## src/verilog/sleep_ctl_pkg.sv

```systemverilog
// Shared constants and types of the always-on sleep power controller
`default_nettype none
package sleep_ctl_pkg;
  // System clock period and power-on reset hold time
  localparam int unsigned CLK_PERIOD_NS = 10;
  localparam int unsigned POR_TIME_NS = 100000;
  localparam int unsigned POR_CYCLES =
    (POR_TIME_NS + CLK_PERIOD_NS - 1) / CLK_PERIOD_NS;
  // Divide ratio that turns the crystal rate into the reference rate
  localparam int unsigned XTAL_DIVIDE = 128;
  // Reference ticks per second, minus one, loaded into the prescaler
  localparam logic [14:0] PRESCALE_RELOAD = 15'h7FFF;
  // Seconds counter and compare width
  localparam int unsigned SEC_W = 32;
  // Event bit positions in the raw status, mask and clear vectors
  localparam int unsigned EVT_CMP0 = 0;
  localparam int unsigned EVT_CMP1 = 1;
  localparam int unsigned EVT_BATTERY_LOW_FLAG = 2;
  localparam int unsigned EVT_RESUME = 3;
  localparam int unsigned EVT_W = 4;
  // Targets of a slow-domain register write
  localparam logic [1:0] WSEL_PRELOAD = 2'h0;
  localparam logic [1:0] WSEL_CMP0 = 2'h1;
  localparam logic [1:0] WSEL_CMP1 = 2'h2;
  // Power states of the controller
  typedef enum logic [1:0] {
    ST_AWAKE = 2'b00,
    ST_SLEEP = 2'b01,
    ST_POWERUP = 2'b10
  } power_state_t;
endpackage : sleep_ctl_pkg
`default_nettype wire
```

## src/verilog/ref_tick_if.sv

```systemverilog
// Carrier between the controller and its reference tick generator
`default_nettype none
interface ref_tick_if;
  logic oscEnable; // Oscillator or crystal path enabled
  logic oscSelect; // 1 takes the input directly, 0 divides it
  logic tick; // One-cycle pulse per reference period
  modport gen (input oscEnable, input oscSelect, output tick);
  modport sink (output oscEnable, output oscSelect, input tick);
endinterface : ref_tick_if
`default_nettype wire

```

## src/verilog/power_sleep_ctl.sv

```systemverilog
// Always-on sleep power controller: regulator control, wake and events
`default_nettype none
module power_sleep_ctl
  import sleep_ctl_pkg::*;
#(
  parameter int unsigned PorCycles = POR_CYCLES,
  parameter int unsigned XtalDivide = XTAL_DIVIDE
) (
  // Clock and reset
  input wire logic clk,
  input wire logic reset_n,
  // Oscillator pins
  input wire logic osc_in,
  output logic osc_out,
  // Regulator-off open-drain pin, low level only
  input wire logic regulatorOffIn,
  output logic regulatorOffOut,
  output logic regulatorOffOeN,
  // Resume pin, active low
  input wire logic resumeN,
  // Backup supply comparator, high when below threshold
  input wire logic batteryLowIn,
  // Host power-on reset, active low
  output logic hostPorN,
  // Control bits
  input wire logic osc_enable,
  input wire logic osc_select,
  input wire logic rtcEnable,
  input wire logic pin_resume_enable,
  input wire logic timed_resume_enable,
  input wire logic battery_low_detect_enable,
  input wire logic battery_low_abort,
  input wire logic sleep_request,
  // Event mask, clear and status
  input wire logic [EVT_W-1:0] event_mask,
  input wire logic [EVT_W-1:0] event_clear,
  output logic [EVT_W-1:0] raw_event_status,
  output logic battery_low_flag,
  output logic eventIrq,
  // Slow-domain register write
  input wire logic wrValid,
  input wire logic [1:0] wrSel,
  input wire logic [SEC_W-1:0] wrData,
  output logic wrReady,
  // Readback
  output logic [SEC_W-1:0] seconds_counter,
  output logic [SEC_W-1:0] seconds_compare_0,
  output logic [SEC_W-1:0] seconds_compare_1,
  output logic sleeping
);
  // The power-up counter is 32 bits wide
  if (PorCycles < 1) begin : g_bad_por
    $error("PorCycles must be at least 1");
  end

  ref_tick_if tk ();
  // Reference tick generator runs from the selected source once osc_enable is set
  ref_tick_gen #(
    .XtalDivide(XtalDivide)
  ) u_tick (
    .clk(clk),
    .reset_n(reset_n),
    .tk(tk),
    .osc_in(osc_in),
    .osc_out(osc_out)
  );

  assign tk.oscEnable = osc_enable;
  assign tk.oscSelect = osc_select;

  // Power state and its timers
  power_state_t state_q, state_d; // Current power state
  logic [31:0] porCnt_q, porCnt_d; // Cycles since the supply returned
  logic hostPorN_q, hostPorN_d; // Registered host reset
  logic sleepPend_q, sleepPend_d; // Sleep request awaiting a tick
  // Slow-domain registers
  logic [14:0] presc_q, presc_d; // Ticks left in the current second
  logic [SEC_W-1:0] secCnt_q, secCnt_d; // Seconds counter
  logic [SEC_W-1:0] cmp0_q, cmp0_d; // Compare 0
  logic [SEC_W-1:0] cmp1_q, cmp1_d; // Compare 1
  logic wrPend_q, wrPend_d; // Write held until the next tick
  logic [1:0] wrSel_q, wrSel_d; // Target of the held write
  logic [SEC_W-1:0] wrData_q, wrData_d; // Data of the held write
  // Events
  logic resumeSmp_q, resumeSmp_d; // Resume pin sampled on the tick
  logic [EVT_W-1:0] raw_q, raw_d; // Sticky raw event status
  logic irq_q, irq_d; // Registered interrupt request
  // Helpers
  logic match0; // Counter equals compare 0
  logic match1; // Counter equals compare 1
  logic abortSleep; // Low battery vetoes a sleep request
  logic wakeNow; // An enabled wake source fired on this tick
  logic [EVT_W-1:0] evtSet; // Events seen on this tick

  // Compare, abort and wake decode
  always_comb begin
    match0 = rtcEnable && (secCnt_q == cmp0_q);
    match1 = rtcEnable && (secCnt_q == cmp1_q);
    abortSleep = battery_low_detect_enable && battery_low_abort &&
                 batteryLowIn;
    // Pin wake and timed wake each obey their own enable
    wakeNow = (pin_resume_enable && resumeSmp_q) ||
              (timed_resume_enable && (match0 || match1));
  end

  // Power state machine
  always_comb begin
    state_d = state_q;
    porCnt_d = porCnt_q;
    sleepPend_d = sleepPend_q;
    hostPorN_d = hostPorN_q;
    // A request is held and acted on at the next reference tick
    if (sleep_request) begin
      sleepPend_d = 1'b1;
    end
    case (state_q)
      ST_AWAKE: begin
        porCnt_d = '0;
        hostPorN_d = 1'b1;
        if (tk.tick && sleepPend_q) begin
          sleepPend_d = 1'b0;
          // The request is dropped, not deferred, on a weak battery
          if (!abortSleep) begin
            state_d = ST_SLEEP;
            hostPorN_d = 1'b0;
          end
        end
      end
      ST_SLEEP: begin
        // Host is unpowered, so its reset is held throughout
        hostPorN_d = 1'b0;
        sleepPend_d = 1'b0;
        if (tk.tick && wakeNow) begin
          state_d = ST_POWERUP;
        end
      end
      ST_POWERUP: begin
        hostPorN_d = 1'b0;
        sleepPend_d = 1'b0;
        // Only count once the pulled-up line shows the supply back
        if (regulatorOffIn) begin
          if (porCnt_q == PorCycles - 1) begin
            state_d = ST_AWAKE;
            hostPorN_d = 1'b1;
          end else begin
            porCnt_d = porCnt_q + 32'h1;
          end
        end
      end
      default: begin
        state_d = ST_AWAKE;
        hostPorN_d = 1'b1;
      end
    endcase
  end

  // Power state registers
  always_ff @(posedge clk or negedge reset_n) begin
    if (!reset_n) begin
      state_q <= ST_AWAKE;
      porCnt_q <= '0;
      hostPorN_q <= 1'b1;
      sleepPend_q <= 1'b0;
    end else begin
      state_q <= state_d;
      porCnt_q <= porCnt_d;
      hostPorN_q <= hostPorN_d;
      sleepPend_q <= sleepPend_d;
    end
  end

  // Slow-domain writes and the seconds counter
  always_comb begin
    wrPend_d = wrPend_q;
    wrSel_d = wrSel_q;
    wrData_d = wrData_q;
    presc_d = presc_q;
    secCnt_d = secCnt_q;
    cmp0_d = cmp0_q;
    cmp1_d = cmp1_q;
    // Software must space writes; a second one is refused meanwhile
    if (wrValid && !wrPend_q) begin
      wrPend_d = 1'b1;
      wrSel_d = wrSel;
      wrData_d = wrData;
    end
    if (tk.tick) begin
      // Prescaler turns reference ticks into seconds
      if (rtcEnable) begin
        if (presc_q == 15'h0) begin
          presc_d = PRESCALE_RELOAD;
          secCnt_d = secCnt_q + 32'h1;
        end else begin
          presc_d = presc_q - 15'h1;
        end
      end
      // Held write lands on exactly one tick
      if (wrPend_q) begin
        wrPend_d = 1'b0;
        case (wrSel_q)
          WSEL_PRELOAD: begin
            secCnt_d = wrData_q;
            presc_d = PRESCALE_RELOAD;
          end
          WSEL_CMP0: cmp0_d = wrData_q;
          WSEL_CMP1: cmp1_d = wrData_q;
          default: ; // Unused target, write dropped
        endcase
      end
    end
  end

  // Slow-domain registers
  always_ff @(posedge clk or negedge reset_n) begin
    if (!reset_n) begin
      wrPend_q <= 1'b0;
      wrSel_q <= WSEL_PRELOAD;
      wrData_q <= '0;
      presc_q <= PRESCALE_RELOAD;
      secCnt_q <= '0;
      cmp0_q <= '0;
      cmp1_q <= '0;
    end else begin
      wrPend_q <= wrPend_d;
      wrSel_q <= wrSel_d;
      wrData_q <= wrData_d;
      presc_q <= presc_d;
      secCnt_q <= secCnt_d;
      cmp0_q <= cmp0_d;
      cmp1_q <= cmp1_d;
    end
  end

  // Event capture, sticky status and interrupt
  always_comb begin
    evtSet = '0;
    resumeSmp_d = resumeSmp_q;
    if (tk.tick) begin
      resumeSmp_d = !resumeN;
      evtSet[EVT_CMP0] = match0;
      evtSet[EVT_CMP1] = match1;
      evtSet[EVT_RESUME] = resumeSmp_q;
      // Battery is left alone during sleep
      evtSet[EVT_BATTERY_LOW_FLAG] = battery_low_detect_enable && batteryLowIn &&
                           (state_q != ST_SLEEP);
    end
    // A set in the same cycle as its clear wins
    raw_d = (raw_q & ~event_clear) | evtSet;
    irq_d = |(raw_q & event_mask);
  end

  // Event registers
  always_ff @(posedge clk or negedge reset_n) begin
    if (!reset_n) begin
      resumeSmp_q <= 1'b0;
      raw_q <= '0;
      irq_q <= 1'b0;
    end else begin
      resumeSmp_q <= resumeSmp_d;
      raw_q <= raw_d;
      irq_q <= irq_d;
    end
  end

  // Pin and readback; all reads are plain register views
  assign regulatorOffOut = 1'b0;
  assign regulatorOffOeN = (state_q != ST_SLEEP);
  assign hostPorN = hostPorN_q;
  assign wrReady = !wrPend_q;
  assign raw_event_status = raw_q;
  assign battery_low_flag = raw_q[EVT_BATTERY_LOW_FLAG];
  assign eventIrq = irq_q;
  assign seconds_counter = secCnt_q;
  assign seconds_compare_0 = cmp0_q;
  assign seconds_compare_1 = cmp1_q;
  assign sleeping = (state_q == ST_SLEEP);
endmodule : power_sleep_ctl
`default_nettype wire

```

## src/verilog/ref_tick_gen.sv

```systemverilog
// Reference tick generator: oscillator edge detect and crystal divider
`default_nettype none
module ref_tick_gen
  import sleep_ctl_pkg::*;
#(
  parameter int unsigned XtalDivide = XTAL_DIVIDE
) (
  // Clock and reset
  input wire logic clk,
  input wire logic reset_n,
  // Tick carrier
  ref_tick_if.gen tk,
  // Oscillator pins
  input wire logic osc_in,
  output logic osc_out
);
  localparam int unsigned DW = $clog2(XtalDivide);

  // The divider wraps naturally, so only powers of two are served
  if (XtalDivide < 2 || (XtalDivide & (XtalDivide - 1)) != 0) begin : g_bad
    $error("XtalDivide must be a power of two of at least 2");
  end

  logic oscPrev_q, oscPrev_d; // Last sampled input level
  logic [DW-1:0] divCnt_q, divCnt_d; // Crystal edge counter
  logic tick_q, tick_d; // Registered reference tick
  logic oscOut_q, oscOut_d; // Crystal drive level
  logic risingEdge; // Input rose this cycle

  // Next-state logic of the divider and the crystal drive
  always_comb begin
    risingEdge = osc_in & ~oscPrev_q;
    oscPrev_d = osc_in;
    divCnt_d = divCnt_q;
    tick_d = 1'b0;
    oscOut_d = 1'b0;
    if (!tk.oscEnable) begin // Source stays dead until enabled
      divCnt_d = '0;
    end else if (tk.oscSelect) begin // Direct reference input
      tick_d = risingEdge;
      divCnt_d = '0;
    end else begin // Crystal path divided down
      oscOut_d = ~osc_in;
      if (risingEdge) begin
        divCnt_d = divCnt_q + 1'b1;
        tick_d = (divCnt_q == DW'(XtalDivide - 1));
      end
    end
  end

  // Register stage only
  always_ff @(posedge clk or negedge reset_n) begin
    if (!reset_n) begin
      oscPrev_q <= 1'b0;
      divCnt_q <= '0;
      tick_q <= 1'b0;
      oscOut_q <= 1'b0;
    end else begin
      oscPrev_q <= oscPrev_d;
      divCnt_q <= divCnt_d;
      tick_q <= tick_d;
      oscOut_q <= oscOut_d;
    end
  end

  assign tk.tick = tick_q;
  assign osc_out = oscOut_q;
endmodule : ref_tick_gen
`default_nettype wire

```

## config.mk

```make
export PLATFORM = sky130hd
export DESIGN_NAME = power_sleep_ctl
export DESIGN_NICKNAME = d
export VERILOG_FILES = /design/src/verilog/sleep_ctl_pkg.sv /design/src/verilog/ref_tick_if.sv /design/src/verilog/power_sleep_ctl.sv /design/src/verilog/ref_tick_gen.sv
export SDC_FILE = /design/constraint.sdc
export NUM_CORES = 1
export LEC_CHECK = 0
export ABC_AREA = 1
export BUFFER_PORTS_ARGS = -buffer_cell sky130_fd_sc_hd__buf_2
export CAP_MARGIN = 30
export CORE_AREA = 2 2 145 147
export CTS_BUF_LIST = sky130_fd_sc_hd__clkbuf_4 sky130_fd_sc_hd__clkbuf_8 sky130_fd_sc_hd__clkbuf_16
export CTS_CLUSTER_DIAMETER = 80
export DETAILED_ROUTE_END_ITERATION = 7
export DIE_AREA = 0 0 147 149
export MAX_ROUTING_LAYER = met4
export PLACE_DENSITY = 0.84
export SKIP_CTS_REPAIR_TIMING = 1
export SLEW_MARGIN = 20
export SYNTH_ARGS = -nofsm -noshare
export SYNTH_HDL_FRONTEND = slang
export SYNTH_SLANG_ARGS = --single-unit
```

## constraint.sdc

```tcl
create_clock -name clk -period 2.8 [get_ports clk]
set_input_delay 0.28 -clock clk [delete_from_list [all_inputs] [get_ports clk]]
set_output_delay 0.28 -clock clk [all_outputs]
set_load 0.1 [all_outputs]
```

Word-level counts from Yosys, hierarchy flattened:

Index checks and enable logic that the tools add are counted.

* bits in registers: 198
* input port bits: 57
* logic and storage cells: 107

* $add $sub $neg: 4
* equality and inequality tests: 16
* muxes and demuxes: 37
* bitwise logic cells: 7
* reductions and logical operators: 25

Operators by type and width (number)
* $mux 32: 6
* $add 32x1->32 const B: 2
* $eq 32x32->1: 2
* $pmux 32 s2: 1
* $mux 15: 4
* $eq 32x14->1 const B: 1
* $mux 7: 3
* $logic_not 15->1: 1
* $sub 15x1->15 const B: 1
* $mux 1: 14
* $logic_and 1x1->1: 11
* $mux 2: 5
* $ne 2x2->1 const B: 5
* $reduce_and 3->1: 3
* $and 4x4->4: 2
* $add 7x1->7 const B: 1
* $eq 7x7->1 const B: 1
* $pmux 2 s3: 1
* $reduce_and 5->1: 1
* $eq 2x1->1 const B: 2
* $eq 2x2->1 const B: 2
* $logic_not 2->1: 2
* $mux 4: 1
* $ne 2x1->1 const B: 2
* 12 further kinds: 15

Longest topological paths before layout:

Gate-level depths: netlist (run 1).

* depth after elaboration: 8
* depth in mapped cells: 15
* gate-level depth less buffers: 14

Hierarchy:

Synthesis (run 1) repeated with hierarchy kept, for this count alone.

* cell total of the unflattened synthesis: 1506
* area total of the unflattened synthesis: 11048.1 um2

Modules (own cells, without submodules)
* power_sleep_ctl: times used 1, cells an instance 1448, area each 10555.1 um2, seq. area each 4724.5 um2
* ref_tick_gen: times used 1, cells an instance 58, area each 493.0 um2, seq. area each 250.2 um2

Worst setup path before layout (run 1):

No wires, ideal clock.

* path type: register to register
* start: reg state_q[0]
* end: reg state_q[1]
* arrival time: 3.237 ns
* data required time: 2.729 ns
* setup slack: -0.509 ns
* cell stages (with the launch flop): 6
* clock period less this slack: 3.309 ns
* cells stage by stage: dfrtp_1 inv_1 nor2_1 inv_1 and2_1 nor2_1

* cells in the longest elaborated chain, start to end: 3
* elaborated cells between the ends (all ways): 10
* classes of those cells: eq/ne (7); mux (1); reduce/logical (2)

Ends and longest elaborated chain
* start: declaration: RTL line power_sleep_ctl.sv:72 `power_state_t state_q, state_d;`
* start signal: assignment: RTL line power_sleep_ctl.sv:165 `state_q <= state_d;`
* $eq 2x1->1 (*)
* named net sleeping: RTL line power_sleep_ctl.sv:49 `output logic sleeping`
* $ne 2x1->1 (no line)
* $reduce_and 5->1 (no line)

The timed path passes the listed nets; every way through them passes the cells marked *.
A chain may end at the register's enable or synchronous reset.

Worst setup path after layout (run 1):

* start: reg porCnt_q[1]
* end: reg porCnt_q[2]

* cells in the longest elaborated chain, start to end: 4
* elaborated cells between the ends (all ways): 7
* classes of those cells: add/sub (1); eq/ne (2); mux (3); reduce/logical (1)

Ends and longest elaborated chain
* start: declaration: RTL line power_sleep_ctl.sv:73 `logic [31:0] porCnt_q, porCnt_d;`
* start signal: assignment: RTL line power_sleep_ctl.sv:166 `porCnt_q <= porCnt_d;`
* $add 32x1->32: RTL line power_sleep_ctl.sv:146 `porCnt_d = porCnt_q + 32'h1;`
* $mux 32: RTL line power_sleep_ctl.sv:142 `if (porCnt_q == PorCycles - 1) begin`
* $mux 32: RTL line power_sleep_ctl.sv:141 `if (regulatorOffIn) begin`
* $pmux 32 s2: RTL line power_sleep_ctl.sv:116 `case (state_q)`

Parallel ways exist; a longest one is shown, timed or not. The select of a mux whose other input is x is not followed.

==> impl_metrics.ini, run 1 <==
[run_status]
status = complete, no violations

[layout]
nNetsFinal = 1687
seqCellArea_um2 = 4970
fin_cells = 1914
drive_above_1_share_pct = 18.3
fillers = 1828
finish.utilization_pct = 62.0
area_delta_synth_final_pct = 15.4
multiInputGateArea_um2 = 5100
antenna_cells = 0
layout_common_cells = nand2_1 (403), inv_1 (191), dfrtp_1 (182)
final_common_cell = nand2_1

[clock_network]
numClockSinks = 198
htree_levels = 4
clock_path_buffers = 2
clock-root-buffer = clkbuf_16
clk_pin_slew_worst_paths_ps = 80
clk_latency_ps = 440
cts_tree = done
cts_inserted_buffers = 17

[timing]
setup_tns_ps = 0
period_minus_slack_ps = 2220
finalHoldViolCount = 0
rsz0062_at_grt = false
setup_viol = 0
finClkSkew_ps = 15.5
worst_slew_pin_slew_ps = 663
slew_headroom_pct = 55.8
max_freq_ghz = 0.450
maxSlewViolCount = 0
period_share_pct = 79.3

[floorplanning]
start_util_pct = 53.7
core_um2 = 20600
io_pins = 165
fp.dieH_um = 149
num_rows = 53
die_x_um = 147
dieArea_um2 = 21900

[critical_path]
path_max_fanout = 37
critPathLaunchType = flop
critPathArrivalTime_ps = 2570
end_kind = flop
path_class = reg -> reg
r2r_slack_ps = 580
worst_ep_required_time_ps = 3150

[detailed_routing]
via_per_inst = 5.50
avgRoutedWirePerCell_um = 16.8
ant_nets = 0
num_vias = 10534
finalWirelength_um = 32100
drc = 0
dr.pass1.iters = 6
drt_iter0_drc = 841

[power_and_ir_drop]
p_per_area_nw_per_um2 = 1210
p_leak_nw = 6.32
irDropWorstVdd_v = 0.00140

[placement]
gp_congestion = 1.00
dp_hpwl_um = 23800
place_inst = 1880
port_buffers = 163

[run]
max_cap_viol_count = 0

[synthesis]
ys.warnings.count = 0
async_flop_share_pct = 100
synth_area_um2 = 11000
synth_nets = 1538
avgSynthCellArea_um2 = 7.48
synth-main-ff-cell = dfrtp_1
synth_cell_types = 48
postSynthCellCount = 1477
ys_seq_area_share_pct = 45.0
synth_edf_count = 0
ys_ff_latch = 198

[grt]
grt_max_degree = 82
track_usage_pct = 30.7
grt_overflow = 0
antenna_found_initial = 0
grt_first_pass_wirelength_um = 51500
grt_pass1_vias = 10007

[worst_hold_path]
min_path_type = in -> reg
[cells in the mapped netlist (all sizes together), types with 4 or more instances]
cell / instances / area (um2)
nand3: 86 / 455
nand2: 421 / 1630
xnor2: 22 / 193
buf: 18 / 126
o21ai: 137 / 727
o31ai: 8 / 60.1
xor2: 17 / 149
ha: 4 / 50.1
nand3b: 8 / 60.1
nor3: 25 / 168
a21oi: 71 / 355
inv: 198 / 743
or2: 10 / 62.6
o211ai: 8 / 60.1
dfrtp: 182 / 4550
clkbuf: 31 / 119
nor2: 137 / 573
nor4: 6 / 37.5
o221ai: 7 / 61.3
nand4: 51 / 347
dfstp: 16 / 420
[metal layers]
metal / vias to the layer above / GRT usage (%) / wire (um)
met1: 4921 / 38.6 / 13200
met5: - / - / 0
met3: 104 / 5.38 / 2300
met4: 0 / 13.7 / 1410
li1: 5063 / - / -
met2: 446 / 49.2 / 15200
[cell families (layout without fill, tap and decap cells)]
group,Yosys count,after routing,synth area share [%]
other,1,1,0.0340
XOR/XNOR,39,39,3.09
adder cells (fa/ha/maj),4,4,0.453
buffers and inverters,248,410,8.98
AND/OR/NAND/NOR,747,747,30.3
AO/OA/AOI/OAI,240,240,12.0
flip-flops,198,198,45.0
[state kept, by name, indices dropped and copies added, names as in the netlist]
signal	count
resumeSmp_q	1
porCnt_q	32
u_tick.osc_out	1
presc_q	15
seconds_compare_0	32
u_tick.tk.tick	1
seconds_compare_1	32
sleepPend_q	1
hostPorN	1
raw_event_status	4
wrData_q	32
state_q	2
seconds_counter	32
wrSel_q	2
eventIrq	1
u_tick.oscPrev_q	1
wrPend_q	1
u_tick.divCnt_q	7
[final timing paths]
kind	depth (start not counted)	startpoint	endpoint
worst max register to register	10	porCnt_q[1]	porCnt_q[2]
max in group asynchronous	3	reset_n	wrData_q[25]
worst min-delay path	2	event_clear[1]	raw_event_status[1]
min in group asynchronous	2	reset_n	wrData_q[4]
worst min register to register	1	u_tick.divCnt_q[2]	u_tick.divCnt_q[2]
worst max-delay path	10	porCnt_q[1]	porCnt_q[2]
[power by group]
part	total (mW)	switching [mW]	internal (mW)
clock network	2.50	1.21	1.29
registers	4.83	1.09	3.74
logic	8.06	6.52	1.54
total	15.4	8.82	6.57
[layout make-up]
| cell class | count | area share, % |
|---|---|---|
| sequential | 198 | 39.0 |
| multi-input combinational | 1031 | 40.0 |
| inverter | 199 | 5.86 |
| tap | 275 | 2.70 |
| clock inverter | 14 | 1.27 |
| timing repair buffer | 179 | 7.75 |
| clock buffer | 18 | 3.40 |
[stage by stage]
step	hold WS, ps	instance area, um2	total power [mW]	setup slack, ps
2_1_floorplan	-15.6	11000	11.0	231
3_3_place_gp	374	12100	12.7	708
3_5_place_dp	377	12100	12.8	623
4_1_cts	-93.4	12700	15.3	608
5_1_grt	24.3	12700	16.1	364
6_report	26.9	12700	15.4	580
[worst max-delay path, cell delays in order, from the launching register on]
cell	delay, ps
dfrtp_1	410
ha_1	290
nand2_4	110
nor2_8	140
nand4_2	130
nor3_4	180
nand3_2	100
nand2_2	110
buf_4	420
a21oi_1	80
a21oi_1	140
(Power assumes the default switching activity.)
==> run 2, diff against run 1 <==
- ABC_AREA: 1 -> 0
- CORE_AREA: 2 2 145 147 -> 2 2 143 145
- DIE_AREA: 0 0 147 149 -> 0 0 145 147
- PLACE_DENSITY: 0.84 -> 0.82
- clock period: 2.8 -> 2 ns (I/O delays scaled with it)
==> run 2 against run 1 <==
The flow now finishes with violations (negative hold slack, negative setup slack). Final cell count decreased by 23%. Die area decreased by 2.7%. Fmax increased by 0.13%. Wire length decreased by 8.1%. Highest routed layer unchanged.
==> impl_metrics.ini, run 2 <==
[run_status]
status = finished, violations left
violations = negative hold slack, negative setup slack

[timing]
fin_hold_ws_ps = -16.2
finClkSkew_ps = 14.8
slew_headroom_pct = 64.4
max_freq_ghz = 0.451
worst_slack_ps = -217
maxSlewViolCount = 0
period_share_pct = 111
period_minus_slack_ps = 2220
rsz0062_at_grt = true
finalHoldViolCount = 3
worst_slew_pin_slew_ps = 530
setup_viol = 21

[grt]
grt_overflow = 0
gr-max-usage-layer = met2
gr-usage-met3_pct = 4.97
grt_first_pass_wirelength_um = 44700
use_met1_pct = 35.2
met2_usage_pct = 43.0
track_usage_pct = 27.3
antenna_found_initial = 0
grt_pass1_vias = 8252
grt_max_degree = 68

[critical_path]
worst_ep_required_time_ps = 2330
r2r_slack_ps = -220
r2r_start = presc_q[8]
critPathLaunchType = flop
r2r-end = seconds_counter[24]
worst-r2r-cell-count = 9
critPathArrivalTime_ps = 2540
path_class = reg -> reg
path_max_fanout = 7
end_kind = flop

[detailed_routing]
drt_iter0_drc = 788
avgRoutedWirePerCell_um = 20.0
dr.pass1.iters = 5
via_per_inst = 5.80
finalWirelength_um = 29500
num_vias = 8542
ant_nets = 0
drc = 0

[run]
max_cap_viol_count = 0

[placement]
place_inst = 1408
post_dp_cell_area_um2 = 11900
port_buffers = 163
gp_congestion = 0.971
dp_hpwl_um = 20800

[floorplanning]
die_x_um = 145
start_util_pct = 49.7
fp.dieH_um = 147
io_pins = 165
dieArea_um2 = 21300
num_rows = 52
core_um2 = 19800

[layout]
nNetsFinal = 1251
antenna_cells = 0
stdcell_area_um2 = 13100
final_common_cell = buf_2
drive_above_1_share_pct = 44.3
layout_common_cells = buf_2 (162), dfrtp_1 (149), mux2_2 (99)
area_delta_synth_final_pct = 32.2
fin_cells = 1473

[synthesis]
postSynthCellCount = 926
synth_area_um2 = 9870
synth.most_common_cell = dfrtp_1
async_flop_share_pct = 100
synth_mux_area_share_pct = 11.5
synthTopCellsByCount = dfrtp_1 (182), mux2_2 (99), xnor2_1 (79), nor2_1 (63), nand2_1 (59)
synth_compound_area_share_pct = 8.82
synth_top_cell_by_area = dfrtp_1
avgSynthCellArea_um2 = 10.7
ys_ff_latch = 198
ys.warnings.count = 0
synthAdderAreaFrac_pct = 0.507
synth_xor_area_share_pct = 9.23
ys_seq_area_share_pct = 50.4
synth_area_leaders = dfrtp_1 (46%), mux2_2 (11%), xnor2_1 (7.0%), dfstp_2 (4.3%), nand4_1 (2.5%)
synth.top_cell.area_share_pct = 46.2
synth_top_family_by_area = simple AND/OR/NAND/NOR gates
synth_cell_types = 62
synth_nets = 987
synth-main-ff-cell = dfrtp_1
synth-simple-area-share_pct = 16.5
synth_edf_count = 0

[worst_hold_path]
hold_depth = 3
min_to = u_tick.tk.tick
min_from = osc_enable
min_path_type = in -> reg

[clock_network]
clk_latency_ps = 440
clock_path_buffers = 2
cts_inserted_buffers = 17
htree_levels = 4
cts_tree = done
numClockSinks = 198
clock-root-buffer = clkbuf_16
clk_pin_slew_worst_paths_ps = 70
==> run 2: cell types whose count changed in the layout (fill, tap and decap cells not counted), sizes merged, moves of 26 or more <==
cell | before | now
a21oi | 71 | 41
nand2 | 421 | 59
inv | 205 | 20
xnor2 | 22 | 79
nand3 | 86 | 47
buf | 176 | 269
dlygate4sd3 | 2 | 28
nor2 | 137 | 63
o21ai | 137 | 30
mux2 | 0 | 99
==> run 2: layout make-up <==
class | count | area (um2)
clock buffer | 21 | 462
clock inverter | 11 | 126
fill | 1405 | 6790
inverter | 22 | 90.1
multi-input combinational | 653 | 4980
sequential | 198 | 5050
tap | 270 | 338
timing repair buffer | 298 | 2010
==> run 2: cell families after synthesis <==
group / Yosys count
AND/OR/NAND/NOR: 305
flip-flops: 198
AO/OA/AOI/OAI: 138
XOR/XNOR: 104
multiplexers: 101
buffers and inverters: 75
adder cells (fa/ha/maj): 4
other: 1
==> run 2: how the worst max path moves through the flow <==
| stage | from | end | slack (ps) | cells after the start |
|---|---|---|---|---|
| 4_1_cts | presc_q[0] | seconds_counter[12] | -320 | 10 |
| 6_report | presc_q[8] | seconds_counter[24] | -220 | 9 |
| 3_3_place_gp | presc_q[0] | seconds_counter[26] | -210 | 10 |
| 2_1_floorplan | seconds_counter[8] | seconds_counter[15] | -360 | 7 |
| 5_1_grt | presc_q[8] | seconds_counter[22] | -320 | 8 |
| 3_5_place_dp | presc_q[0] | seconds_counter[26] | -290 | 10 |
==> run 2: metal layers <==
metal / vias to the layer above / routed length [um]
met5: - / 0
met4: 0 / 1150
met3: 93 / 2290
met2: 407 / 14200
met1: 4203 / 11800
li1: 3839 / -
==> run 2: critical path: stages (launching register included) <==
cell and delay [ps]:
dfstp_2 380, nor4_4 320, nand2b_1 170, buf_4 190
or2_4 260, nor4_4 310, buf_6 180, buf_6 110
a41o_1 140, nor2_1 40
==> run 2: stage by stage <==
stage / setup TNS, ps / hold slack (ps) / utilization (%) / worst slack [ps]
floorplan: -4480 / -95.6 / - / -363
global placement: -2580 / 148 / 59.8 / -206
global route: -4620 / 1.43 / 65.8 / -322
finish: -2220 / -16.2 / 65.8 / -217
CTS: -6460 / -319 / 62.7 / -320
detailed placement: -5790 / 157 / 59.8 / -294
Power of run 2 is not shown: default switching activity piles up to over one toggle a cycle in this logic, so the estimate is an artifact.
==> run 3, diff against run 2 <==
- CORE_AREA: 2 2 143 145 -> 2 2 137 139
- CTS_CLUSTER_DIAMETER: 80 -> 30
- DIE_AREA: 0 0 145 147 -> 0 0 139 141
- PLACE_DENSITY: 0.82 -> 0.85
- clock period: 2 -> 2.2 ns (I/O delays scaled with it)
==> run 3 against run 2 <==
First-iteration DRC count fell by 0.38%. Largest cell class unchanged. The run still ends with negative hold slack, negative setup slack left. Hold slack improved by 11 ps. Clock skew fell by 6.5 ps. Global-route usage rose by 2.0 points. Sequential share of layout area is 2.5 points higher. Cell area shrank 6.3%. Worst setup slack better by 200 ps. Highest routed layer unchanged. Via count down 0.97%.
==> impl_metrics.ini, run 3 (synthesized netlist as in run 2, its figures left out) <==
[timing]
worst_slew_pin_slew_ps = 524
slew_headroom_pct = 65.1
finClkSkew_ps = 8.31
max_freq_ghz = 0.451
rsz0062_at_grt = true
period_share_pct = 101
maxSlewViolCount = 0
fin_hold_ws_ps = -4.78
finalHoldViolCount = 2
setup_viol = 1
period_minus_slack_ps = 2220
worst_slack_ps = -17.1

[detailed_routing]
via_per_inst = 6.12
dr.pass1.iters = 8
drt_iter0_drc = 785
ant_nets = 0
num_vias = 8459
finalWirelength_um = 28200
avgRoutedWirePerCell_um = 20.4
drc = 0

[clock_network]
clk_latency_ps = 450
htree_levels = 4
clock_path_buffers = 2
clk_pin_slew_worst_paths_ps = 70
clock-root-buffer = clkbuf_16
numClockSinks = 198
cts_inserted_buffers = 17
cts_tree = done

[critical_path]
r2r_slack_ps = -20
path_max_fanout = 5
worst-r2r-cell-count = 7
end_kind = flop
worst_ep_required_time_ps = 2570
path_class = reg -> reg
critPathLaunchType = flop
critPathArrivalTime_ps = 2590

[placement]
gp_congestion = 0.934
dp_hpwl_um = 20300
post_dp_cell_area_um2 = 11400
port_buffers = 163
place_inst = 1327

[layout]
drive_above_1_share_pct = 38.1
stdcell_area_um2 = 12200
final_common_cell = buf_2
fin_cells = 1383
nNetsFinal = 1196
area_delta_synth_final_pct = 24.0
fillers = 1347
layout_common_cells = buf_2 (162), dfrtp_1 (154), mux2_2 (99)

[floorplanning]
start_util_pct = 54.0
fp.dieH_um = 141
dieArea_um2 = 19600
core_um2 = 18300
io_pins = 165
num_rows = 50
die_x_um = 139

[grt]
track_usage_pct = 29.3
grt_first_pass_wirelength_um = 43800
grt_overflow = 0
grt_max_degree = 59
grt_pass1_vias = 8047
antenna_found_initial = 1

[worst_hold_path]
hold_depth = 3
min_path_type = in -> reg

[run]
max_cap_viol_count = 0

[run_status]
violations = negative hold slack, negative setup slack
status = finished, violations left
==> run 3: critical path, cell delays in order (launching register included) <==
cell,delay [ps]
dfstp_2,400
nor4_4,370
nand3_2,180
buf_6,170
nor3_4,260
nand3_1,130
or4_1,540
nand3_1,90
==> run 3: cell type report <==
cell class	count	area, um2	area share, %
repair buffers	243	1520	12.4
clock inverters	11	125	1.02
flip-flops and latches	198	5030	41.2
inverters	22	86.3	0.706
multi-input cells	653	4710	38.5
clock buffers	21	468	3.83
well taps	234	293	2.39
diodes	1	2.50	0.0205
==> run 3: per-layer routing <==
layer / track usage (%) / vias up / share of wire, %
li1: - / 3746 / -
met1: 39.1 / 4247 / 42
met2: 45.5 / 386 / 48
met3: 5.74 / 80 / 7.5
met4: 9.99 / 0 / 3.3
met5: - / - / 0
==> run 3: through the flow <==
step / setup slack (ps) / utilization, % / TNS (ps) / hold WS [ps]
CTS: -146 / 65.5 / -230 / -242
floorplan: -186 / - / -322 / -75.6
global placement: -9.60 / 62.2 / -9.60 / 231
detailed placement: -145 / 62.2 / -211 / 228
finish: -17.1 / 67.0 / -17.1 / -4.78
global route: -72.7 / 67.0 / -81.8 / 0.764
==> run 3: path summary, 6_finish.rpt <==
check	to	startpoint
max	seconds_counter[23]	presc_q[7]
min	u_tick.tk.tick	osc_enable
max reg2reg	seconds_counter[23]	presc_q[7]
min reg2reg	resumeSmp_q	resumeSmp_q
max in group asynchronous	presc_q[6]	reset_n
min in group asynchronous	porCnt_q[4]	reset_n
Power of run 3 is left out for the same reason.
